===== config.mk =====
export PLATFORM = sky130hd
export DESIGN_NAME = t2_ops_exec
export DESIGN_NICKNAME = d
export VERILOG_FILES = /design/src/design/t2_ops_pkg.sv /design/src/design/t2_ops_decode.sv /design/src/design/t2_ops_exec.sv
export VERILOG_INCLUDE_DIRS = /design/src /design/src/design
export SDC_FILE = /design/constraint.sdc
export NUM_CORES = 1
export LEC_CHECK = 0
export BUFFER_PORTS_ARGS = -buffer_cell sky130_fd_sc_hd__buf_2
export CAP_MARGIN = 10
export CORE_MARGIN = 5
export CORE_UTILIZATION = 23
export CTS_BUF_LIST = sky130_fd_sc_hd__clkbuf_2 sky130_fd_sc_hd__clkbuf_4 sky130_fd_sc_hd__clkbuf_8
export CTS_CLUSTER_SIZE = 40
export DETAILED_ROUTE_END_ITERATION = 10
export GPL_ROUTABILITY_DRIVEN = 0
export PLACE_DENSITY = 0.49
export SYNTH_ARGS = -nofsm -noshare
export SYNTH_HDL_FRONTEND = slang
export SYNTH_SLANG_ARGS = --single-unit

===== constraint.sdc =====
create_clock -name clk -period 0.8 [get_ports clk]
set_input_delay 0.04 -clock clk [delete_from_list [all_inputs] [get_ports clk]]
set_output_delay 0.04 -clock clk [all_outputs]
set_load 0.005 [all_outputs]

===== src/design/t2_ops_map.svh =====
/*
  Constants of the timer 2 transfer instruction group: opcodes,
  field positions and reset values.
  Assumes inclusion by bare name from the package and the modules.
*/
`ifndef T2_OPS_MAP_SVH
`define T2_OPS_MAP_SVH

// Opcodes of the 10-bit instruction word
`define OPC_LOAD_T2_AND_LOW 10'h231
`define OPC_LOAD_HIGH_RELOAD 10'h294
`define OPC_COPY_LOW_TO_T2 10'h295
`define OPC_COPY_B_TO_ACC 10'h01E

// Field positions of an 8-bit byte built from B:A
`define HI_NIBBLE_MSB 7
`define HI_NIBBLE_LSB 4
`define LO_NIBBLE_MSB 3
`define LO_NIBBLE_LSB 0

// Reset values
`define RST_RELOAD 8'h00
`define RST_NIBBLE 4'h0

`endif


===== src/design/t2_ops_pkg.sv =====
/*
  Types shared by the timer 2 transfer instruction block.
  Assumes nothing beyond the constants header.
*/
`include "t2_ops_map.svh"

package t2_ops_pkg;

  // Instructions this block recognises
  typedef enum logic [2:0] {
    op_none,
    op_load_timer2_and_low_reload,
    op_load_timer2_high_reload,
    op_copy_low_reload_to_timer2,
    op_copy_b_to_acc
  } op_type;

  // Register pair B:A, B is the upper nibble
  typedef struct packed {
    logic [3:0] b;
    logic [3:0] a;
  } pair_type;

  // Write strobe with its byte
  typedef struct packed {
    logic we;
    logic [7:0] data;
  } byte_write_type;

endpackage


===== src/design/t2_ops_decode.sv =====
/*
  Opcode decoder of the timer 2 transfer group.
  Assumes the instruction word is stable on the core clock.
*/
`timescale 1ns/1ps
`default_nettype none
`include "t2_ops_map.svh"

module t2_ops_decode
  import t2_ops_pkg::*;
(
  // Fetched instruction
  input wire logic [9:0] instr_word,
  input wire logic instr_valid,
  // Decoded operation
  output var op_type op
);

  ////////////////////////////////////////////////////////////////////////
  // Exact match of the whole word, anything else is not ours
  function automatic op_type decode_op(input logic [9:0] w);
    unique case (w)
      `OPC_LOAD_T2_AND_LOW: decode_op = op_load_timer2_and_low_reload;
      `OPC_LOAD_HIGH_RELOAD: decode_op = op_load_timer2_high_reload;
      `OPC_COPY_LOW_TO_T2: decode_op = op_copy_low_reload_to_timer2;
      `OPC_COPY_B_TO_ACC: decode_op = op_copy_b_to_acc;
      default: decode_op = op_none;
    endcase
  endfunction

  // Gate with valid so idle slots decode to nothing
  assign op = instr_valid ? decode_op(instr_word) : op_none;

endmodule
`default_nettype wire


===== src/design/t2_ops_exec.sv =====
/*
  Execute logic of the timer 2 transfer group and the B-to-accumulator
  move. Holds both timer 2 reload registers; drives load strobes to the
  timer 2 counter and the accumulator.
  Assumes the instruction word and A, B come from logic on clk.
*/
`timescale 1ns/1ps
`default_nettype none
`include "t2_ops_map.svh"

module t2_ops_exec
  import t2_ops_pkg::*;
(
  // Clock and reset
  input wire logic clk,
  input wire logic rst,
  // Instruction from fetch
  input wire logic [9:0] instr_word,
  input wire logic instr_valid,
  // Current register file values
  input wire logic [3:0] acc_value,
  input wire logic [3:0] b_value,
  // Timer 2 counter load
  output var byte_write_type timer2_write,
  // Accumulator load
  output logic acc_we,
  output logic [3:0] acc_data,
  // Reload registers
  output logic [7:0] timer2_low_reload_reg,
  output logic [7:0] timer2_high_reload_reg,
  // Sequencing
  output logic insn_done,
  output logic carry_we,
  output logic skip_next
);

  ////////////////////////////////////////////////////////////////////////
  // Decode

  op_type op; // Decoded operation of this cycle
  pair_type pair; // B:A as one byte

  // Opcode decoder
  t2_ops_decode t2_ops_decode_i (
    .instr_word(instr_word),
    .instr_valid(instr_valid),
    .op(op)
  );

  // B upper, A lower
  assign pair.b = b_value;
  assign pair.a = acc_value;

  ////////////////////////////////////////////////////////////////////////
  // Low reload register

  // Written together with the counter, untouched by the copy
  always_ff @(posedge clk or posedge rst)
  begin
    if (rst)
    begin
      timer2_low_reload_reg <= `RST_RELOAD;
    end
    else if (op == op_load_timer2_and_low_reload)
    begin
      // Same byte that goes to the counter
      timer2_low_reload_reg <= pair;
    end
  end

  ////////////////////////////////////////////////////////////////////////
  // High reload register

  // Only the high reload write reaches it
  always_ff @(posedge clk or posedge rst)
  begin
    if (rst)
    begin
      timer2_high_reload_reg <= `RST_RELOAD;
    end
    else if (op == op_load_timer2_high_reload)
    begin
      // B to the upper nibble
      timer2_high_reload_reg[`HI_NIBBLE_MSB:`HI_NIBBLE_LSB] <= pair.b;
      // A to the lower nibble
      timer2_high_reload_reg[`LO_NIBBLE_MSB:`LO_NIBBLE_LSB] <= pair.a;
    end
  end

  ////////////////////////////////////////////////////////////////////////
  // Timer 2 counter load

  // One-cycle strobe with the byte for the counter
  always_ff @(posedge clk or posedge rst)
  begin
    if (rst)
    begin
      timer2_write <= '0;
    end
    else
    begin
      unique case (op)
        // From B:A, same cycle as the low reload write
        op_load_timer2_and_low_reload:
        begin
          timer2_write.we <= 1'b1;
          timer2_write.data <= pair;
        end
        // From the low reload register, bit for bit
        op_copy_low_reload_to_timer2:
        begin
          timer2_write.we <= 1'b1;
          timer2_write.data <= timer2_low_reload_reg;
        end
        // High reload write and the rest leave the counter alone
        op_none, op_load_timer2_high_reload, op_copy_b_to_acc:
        begin
          timer2_write.we <= 1'b0;
          timer2_write.data <= timer2_write.data;
        end
      endcase
    end
  end

  ////////////////////////////////////////////////////////////////////////
  // Accumulator load

  // B copied into the accumulator
  always_ff @(posedge clk or posedge rst)
  begin
    if (rst)
    begin
      acc_we <= 1'b0;
      acc_data <= `RST_NIBBLE;
    end
    else
    begin
      acc_we <= (op == op_copy_b_to_acc);
      if (op == op_copy_b_to_acc)
      begin
        // All four bits of B
        acc_data <= b_value;
      end
    end
  end

  ////////////////////////////////////////////////////////////////////////
  // Sequencing

  // Completion pulse; carry and skip are never asserted by this group
  always_ff @(posedge clk or posedge rst)
  begin
    if (rst)
    begin
      insn_done <= 1'b0;
      carry_we <= 1'b0;
      skip_next <= 1'b0;
    end
    else
    begin
      // Every instruction of the group ends in one cycle
      insn_done <= (op != op_none);
      carry_we <= 1'b0;
      skip_next <= 1'b0;
    end
  end
endmodule
`default_nettype wire


== Word-level counts from Yosys, hierarchy flattened ==
Index checks and enable logic that the tools add are counted.
Widths: inputs -> output; s select.

* Bits in registers: 31
* Bits in latches: 0
* Memory bits (writable): 0
* Bits in read-only memories: 0
* Input port bits: 21
* Output and inout bits: 33
* Memories: 0

* Add/subtract/negate cells: 0
* Multiply operators: 0
* Div/mod/pow operators: 0
* $lt $le $gt $ge: 0
* Equality and inequality tests: 8
* Shifts and indexed selects: 0
* Muxes and demuxes: 3
* Bitwise logic cells: 0
* Reduce and logical (&&, ||, !) cells: 3

{| class="wikitable"
|+ Operators by type and width
! kind !! number
|-
| $eq 10x10->1 const B || 3
|-
| $pmux 9 s3 || 1
|-
| $pmux 3 s4 || 1
|-
| $eq 10x5->1 const B || 1
|-
| $eq 3x2->1 const B || 2
|-
| $eq 3x1->1 const B || 1
|-
| $eq 3x3->1 const B || 1
|-
| $logic_not 3->1 || 1
|-
| $mux 3 || 1
|-
| $reduce_bool 3->1 || 1
|-
| $reduce_or 3->1 || 1
|}

== Logic depth before layout (Yosys ltp) ==
Gate-level depths: netlist (run 1).

* Depth in word-level cells: 6
* Gate-level depth with buffers: 6

== Modules after synthesis ==
Synthesis (run 1) repeated with hierarchy kept, for this count alone.

* Cell total of the unflattened synthesis: 104
* Area, all modules: 1360.1 µm²

{| class="wikitable"
|+ By module, submodules not included
! module !! times used !! cells an instance !! area each (µm²) !! seq. area each (µm²)
|-
| t2_ops_exec || 1 || 93 || 1263.7 || 775.7
|-
| t2_ops_decode || 1 || 11 || 96.3 || 0.0
|}

== Worst setup path before layout (run 1) ==
Ideal clock, no wire load.

* Kind: input port to flip-flop
* Start point: input port instr_word[8]
* End point: register timer2_high_reload_reg[0]
* Arrival time: 1139 ps
* Slack: -464 ps
* Stages: 4
* Path buffers: 0
* Path through: and4bb_2 > nand2_4 > nor3_4 > mux2_2

* Longest elaborated chain between the ends: 4

{| class="wikitable"
|+ Ends and longest elaborated chain
! element !! RTL line !! text
|-
| start: declaration || t2_ops_exec.sv:18 || <nowiki>input wire logic [9:0] instr_word,</nowiki>
|-
| $eq 10x5->1 / $eq 10x10->1 (equally long branches) || t2_ops_decode.sv:22 || <nowiki>unique case (w)</nowiki>
|-
| $pmux 3 s4 (*) || t2_ops_decode.sv:22 ||
|-
| $mux 3 (*) || t2_ops_decode.sv:32 || <nowiki>assign op = instr_valid ? decode_op(instr_word) : op_none;</nowiki>
|-
| $eq 3x2->1 (*) || t2_ops_exec.sv:81 || <nowiki>else if (op == op_load_timer2_high_reload)</nowiki>
|-
| end signal: assignment || t2_ops_exec.sv:79 || <nowiki>timer2_high_reload_reg <= `RST_RELOAD;</nowiki>
|-
| end signal: indexed assignment || t2_ops_exec.sv:84 || <nowiki>timer2_high_reload_reg[`HI_NIBBLE_MSB:`HI_NIBBLE_LSB] <= pair.b;</nowiki>
|-
| end signal: indexed assignment || t2_ops_exec.sv:86 || <nowiki>timer2_high_reload_reg[`LO_NIBBLE_MSB:`LO_NIBBLE_LSB] <= pair.a;</nowiki>
|-
| end: declaration || t2_ops_exec.sv:30 || <nowiki>output logic [7:0] timer2_high_reload_reg,</nowiki>
|}

Mark *: on every way between the ends. The rest lies on a longest branch, timed or not.
A chain may end at the register's enable or synchronous reset.

== Worst setup path after layout (run 1) ==
* Start point: input port instr_word[4]
* End point: register insn_done

* Longest elaborated chain between the ends: 4

{| class="wikitable"
|+ Ends and longest elaborated chain
! element !! RTL line !! text
|-
| $eq 10x5->1 / $eq 10x10->1 (equally long branches) || t2_ops_decode.sv:22 ||
|-
| $pmux 3 s4 (*) || t2_ops_decode.sv:22 ||
|-
| $mux 3 (*) || t2_ops_decode.sv:32 ||
|-
| $reduce_bool 3->1 (*) || t2_ops_exec.sv:162 || <nowiki>insn_done <= (op != op_none);</nowiki>
|-
| end signal: assignment || t2_ops_exec.sv:162 ||
|-
| end: declaration || t2_ops_exec.sv:32 || <nowiki>output logic insn_done,</nowiki>
|}

Marks and branches as above.

==> results of run 1 <==
==> through the flow <==
stage	worst slack (ps)	utilization, %	hold WS (ps)
global route	-265	39.5	23.1
finish	-255	39.5	29.5
CTS	-236	37.3	19.7
global placement	-537	33.2	85.7
floorplan	-463	-	135
detailed placement	-575	33.2	91.1
==> what timing repair did <==
action / 4_1_cts / 5_1_grt
buffers inserted: 5 / 5
hold buffers: 1 / 0
gates cloned: 0 / 1
pin swaps: 8 / 8
resized for setup: 15 / 12
setup endpoints to repair: 59 / 60
hold endpoints to repair: 31 / 0
==> layout make-up <==
type	instances	area share (%)
clock buffers	6	3.75
inverters	1	0.170
clock inverters	2	1.59
flip-flops and latches	31	35.2
repair buffers	74	25.7
well taps	72	4.09
multi-input cells	61	29.5
==> cells in the final DEF, fill, tap and decap left out, types with 2 or more instances in the layout <==
cell      count
a21oi_2       7
mux2i_1       4
buf_12        6
nor2_1        8
clkbuf_8      6
buf_2        46
buf_6         8
mux2_4       12
buf_4        12
dfrtp_1      31
nor3_4        2
mux2i_2       2
mux2i_4       2
conb_1        2
mux2_2        8
==> path summary, 6_finish.rpt <==
path	from	endpoint	slack, ps	depth (start not counted)
max reg2reg	timer2_low_reload_reg[1]	timer2_write[1]	-50	3
max	instr_word[4]	insn_done	-250	7
min reg2reg	timer2_high_reload_reg[4]	timer2_high_reload_reg[4]	510	1
min	acc_value[2]	timer2_high_reload_reg[2]	30	2
min in group asynchronous	rst	timer2_high_reload_reg[2]	340	4
max in group asynchronous	rst	timer2_write[8]	290	4
==> power groups by stage <==
stage	Sequential, W	Clock (W)	Combinational [W]
floorplan	0.00165	0	0.000110
global placement	0.00165	0	0.000250
detailed placement	0.00165	0	0.000260
CTS	0.00162	0.00163	0.000305
global route	0.00162	0.00170	0.000363
finish	0.00162	0.00159	0.000329
==> cell families after synthesis <==
group,synth area share (%)
AND/OR/NAND/NOR,12.1
multiplexers,22.8
flip-flops,57.9
buffers and inverters,3.08
other,0.280
AO/OA/AOI/OAI,3.83
==> critical path, cell delays in order <==
cell and delay, ps:
buf_6 90, and4bb_2 250, buf_6 130, nand4_1 70
buf_6 130, clkbuf_16 140, or3b_4 360
==> routing by layer <==
layer / global-route usage (%) / wire length [µm] / vias up
met1: 13.4 / 1670 / 491
met2: 15.5 / 1650 / 41
met5: 0 / 0 / -
met4: 2.55 / 4 / 0
met3: 4.18 / 350 / 2
li1: - / - / 494
==> run_results.csv, run 1 <==
group,metric,value,unit
status,status,"finished, violations left",
status,failed_checks,"negative setup slack",
worst_setup_path,arrival,1210,ps
clocking,cts_max_level,2,
sta,rsz0062_at_grt,"yes",
synth,ys_top_cells_by_area,"dfrtp_1, mux2_2, mux2i_1",
floorplanning,core,5570,µm²
synth,synth_ff_type,"dfrtp_1",
synth,synth_cell_type_count,21,
detailed_routing,first_pass_iters,3,
clocking,path_clk_slew,70,ps
global_routing,grt_pass1_vias,1163,
sta,min_period,1050,ps
global_routing,grt-ovfl-total,0,
worst_setup_path,crit_fanout,4,
job,cap_viol_max_count,0,
global_routing,track_usage,10.2,%
worst_setup_path,end_kind,"flip-flop",
power,ir_worst_vdd,0.00109,V
clocking,clk_latency,270,ps
floorplanning,rows,27,
detailed_routing,via_per_inst,4.16,
detailed_routing,routed_wl,3680,µm
worst_setup_path,required,950,ps
detailed_routing,vias,1028,
power,clkPwrFrac,44.8,%
synth,synthTopCellsByCount,"dfrtp_1, mux2_2, nor2_1, a21oi_1, mux2i_1",
power,p_seq_share,45.9,%
floorplanning,start_util,24.0,%
placement,placed_cell_area,1850,µm²
finish,final_area,2200,µm²
synth,async_flop_share,100,%
synth,yosysMostFrequentCell,"dfrtp_1",
synth,synth_area,1340,µm²
clocking,cts_buffers,5,
sta,layout_setup_ws,-255,ps
synth,synth_seq_area_share,57.9,%
floorplanning,die_h,86.3,µm
global_routing,grt_max_degree,32,
finish,regArea,776,µm²
global_routing,antenna_found_initial,0,
sta,setup_violations,57,
placement,dp.cells,227,
detailed_routing,ant_nets,0,
finish,fillers,555,
finish,area_growth,64.4,%
floorplanning,pin_count,54,
min_path,hold_class,"input pin to flip-flop",
sta,fmax,948,MHz
finish,multi_input_area,651,µm²
detailed_routing,drt_iter0_drc,32,
clocking,cts_tree,"yes",
sta,slew_viol_final,0,
synth,yosysTopAreaCellShare,57.9,%
power,p_per_area,1600,nW/µm²
worst_setup_path,start_kind,"input pin",
floorplanning,die_w,86.3,µm
power,finalPower,0.00354,W
finish,nets,195,
synth,synth_warnings,0,
detailed_routing,drc_errors,0,
sta,finalCritPeriodShare,132,%
finish,drive_gt1_share,70.3,%
power,power_frac_comb,9.3,%
finish,antenna_cells,0,
worst_setup_path,criticalPathCategory,"input pin to flip-flop",
sta,final-hold-violation-count,0,
placement,dp_hpwl,2650,µm
clocking,cts_sinks,31,
power,p_sw_share,21.2,%
finish,largest_reg_flops,9,
power,switchingPower,0.000749,W
clocking,cts-root-buf,"clkbuf_8",
power,p_leak,1.21,nW
synth,ys_seq_elements,31,
detailed_routing,wl_per_cell,14.9,µm
finish,fin_cells,247,
placement,io_buffer_count,51,
sta,fin_setup_tns,-6710,ps
power,intPower,0.00279,W
synth,netlist_instances,97,
sta,finClkSkew,3.09,ps
clocking,cts_buffer_depth,2,
global_routing,grt_pass1_wl,5910,µm
floorplanning,dieArea,7450,µm²
synth,synth_edf_count,0,
synth,synth_largest_area_cell,"dfrtp_1",
synth,avgSynthCellArea,13.8,µm²
Power figures use the tool's default switching activity.
==> run 2: changes to the inputs <==
- PLACE_DENSITY: 0.49 -> unset
- PLACE_DENSITY_LB_ADDON: unset -> 0.3
==> run_results.csv, run 2 (synthesized netlist as in run 1, its figures left out) <==
group,metric,value,unit
detailed_routing,routed-wl-met2,1780,µm
clocking,cts_buffer_depth,2,
detailed_routing,drt_iter0_drc,11,
power,ir_worst_vdd,0.00102,V
sta,finClkSkew,3.50,ps
global_routing,grt_pass1_vias,1139,
finish,layout_common_cells,"buf_2, dfrtp_1, mux2_4",
power,p_per_area,1570,nW/µm²
finish,fillers,548,
detailed_routing,vias,1023,
sta,layout_setup_ws,-245,ps
min_path,hold_class,"input pin to flip-flop",
global_routing,track_usage,9.88,%
status,failed_checks,"negative setup slack",
clocking,cts-root-buf,"clkbuf_8",
detailed_routing,wl_per_cell,14.8,µm
clocking,cts_buffers,5,
global_routing,antenna_found_initial,0,
worst_setup_path,criticalPathCategory,"input pin to flip-flop",
worst_setup_path,crit_chain,"buf_6 > and4bb_2 > nand2_4 > nor3_4 > buf_6 > mux2_4",
sta,slew_viol_final,0,
job,cap_viol_max_count,0,
status,status,"finished, violations left",
finish,mostFrequentLayoutCell,"buf_2",
worst_setup_path,cp_slowest_cell,"and4bb_2",
finish,regArea,776,µm²
floorplanning,die_h,86.3,µm
worst_setup_path,endpoint,"timer2_high_reload_reg[1]",
placement,placed_cell_area,1840,µm²
sta,final-hold-violation-count,0,
global_routing,grt-ovfl-total,0,
placement,io_buffer_count,51,
detailed_routing,m1WireLength,1480,µm
detailed_routing,via_per_inst,4.24,
floorplanning,start_util,24.0,%
worst_setup_path,arrival,1200,ps
finish,multi_input_area,643,µm²
worst_setup_path,cp_common_cell,"buf_6",
finish,area_growth,56.5,%
clocking,cts_tree,"yes",
floorplanning,core,5570,µm²
worst_setup_path,crit_fanout,4,
sta,rsz0062_at_grt,"yes",
detailed_routing,met3_length,213,µm
finish,largest_reg_flops,9,
clocking,clk_latency,270,ps
finish,final_core_util,37.6,%
sta,min_period,1040,ps
worst_setup_path,r2r_end,"timer2_low_reload_reg[2]",
sta,fmax,957,MHz
worst_setup_path,critical-path-top-delay-family,"simple AND/OR/NAND/NOR gates",
global_routing,grt_max_degree,32,
finish,nets,189,
worst_setup_path,start_kind,"input pin",
finish,final_area,2100,µm²
finish,drive_gt1_share,69.2,%
floorplanning,dieArea,7450,µm²
clocking,path_clk_slew,60,ps
worst_setup_path,end_kind,"flip-flop",
floorplanning,die_w,86.3,µm
detailed_routing,top_layer,"met4",
power,finalPower,0.00329,W
power,p_leak,1.14,nW
detailed_routing,drc_errors,0,
worst_setup_path,startpoint,"instr_word[6]",
detailed_routing,first_pass_iters,3,
sta,finalCritPeriodShare,131,%
clocking,cts_sinks,31,
detailed_routing,ant_nets,0,
worst_setup_path,path_depth,6,
worst_setup_path,r2r_start,"timer2_low_reload_reg[2]",
worst_setup_path,critPathBufInv,2,
placement,dp_hpwl,2680,µm
finish,antenna_cells,0,
detailed_routing,routed_wl,3570,µm
worst_setup_path,required,960,ps
floorplanning,pin_count,54,
clocking,cts_max_level,2,
worst_setup_path,critical-path-max-stage-delay,350,ps
sta,setup_violations,59,
global_routing,grt_pass1_wl,5730,µm
worst_setup_path,r2r_cells,1,
sta,fin_setup_tns,-6730,ps
floorplanning,rows,27,
worst_setup_path,reg2reg_slack,10,ps
[run 2: worst min-delay path by stage]
stage / start / endpoint / slack [ps] / cells past startpoint
after global routing: acc_value[3] / timer2_high_reload_reg[3] / 30 / 2
final: acc_value[3] / timer2_high_reload_reg[3] / 30 / 2
after floorplan: instr_word[0] / acc_we / 130 / 1
after CTS: acc_value[3] / timer2_high_reload_reg[3] / 30 / 2
after detailed placement: rst / timer2_low_reload_reg[1] / 90 / 3
after global placement: rst / timer2_low_reload_reg[1] / 90 / 3
[run 2: cell type report]
type | instances | area share (%)
flip-flops and latches | 31 | 37.0
repair buffers | 68 | 22.9
multi-input cells | 61 | 30.7
well taps | 72 | 4.30
inverters | 1 | 0.179
clock buffers | 8 | 4.95
[run 2: timing repair]
action / 4_1_cts / 5_1_grt
hold buffers: 1 / 0
endpoints found under the setup margin: 60 / 61
endpoints found under the hold margin: 31 / 0
gates resized for setup: 22 / 3
setup buffers: 4 / 1
pin swaps: 6 / 0
[run 2: stage by stage]
step	hold slack [ps]	cells	setup slack, ps
detailed placement	89.7	227	-593
global route	29.0	241	-265
CTS	28.0	240	-248
global placement	85.6	227	-568
floorplan	135	98	-463
finish	33.3	241	-245
[run 2: power breakdown]
| group | total, W | switching (W) | internal (W) |
|---|---|---|---|
| Clock | 0.00135 | 0.000535 | 0.000818 |
| Combinational | 0.000311 | 0.000149 | 0.000162 |
| Sequential | 0.00162 | 0.0000207 | 0.00160 |
[run 2: layer usage]
layer,up-vias,global-route usage (%)
met1,502,11.5
li1,479,-
met3,9,3.33
met4,0,4.25
met5,-,0
met2,33,16.6
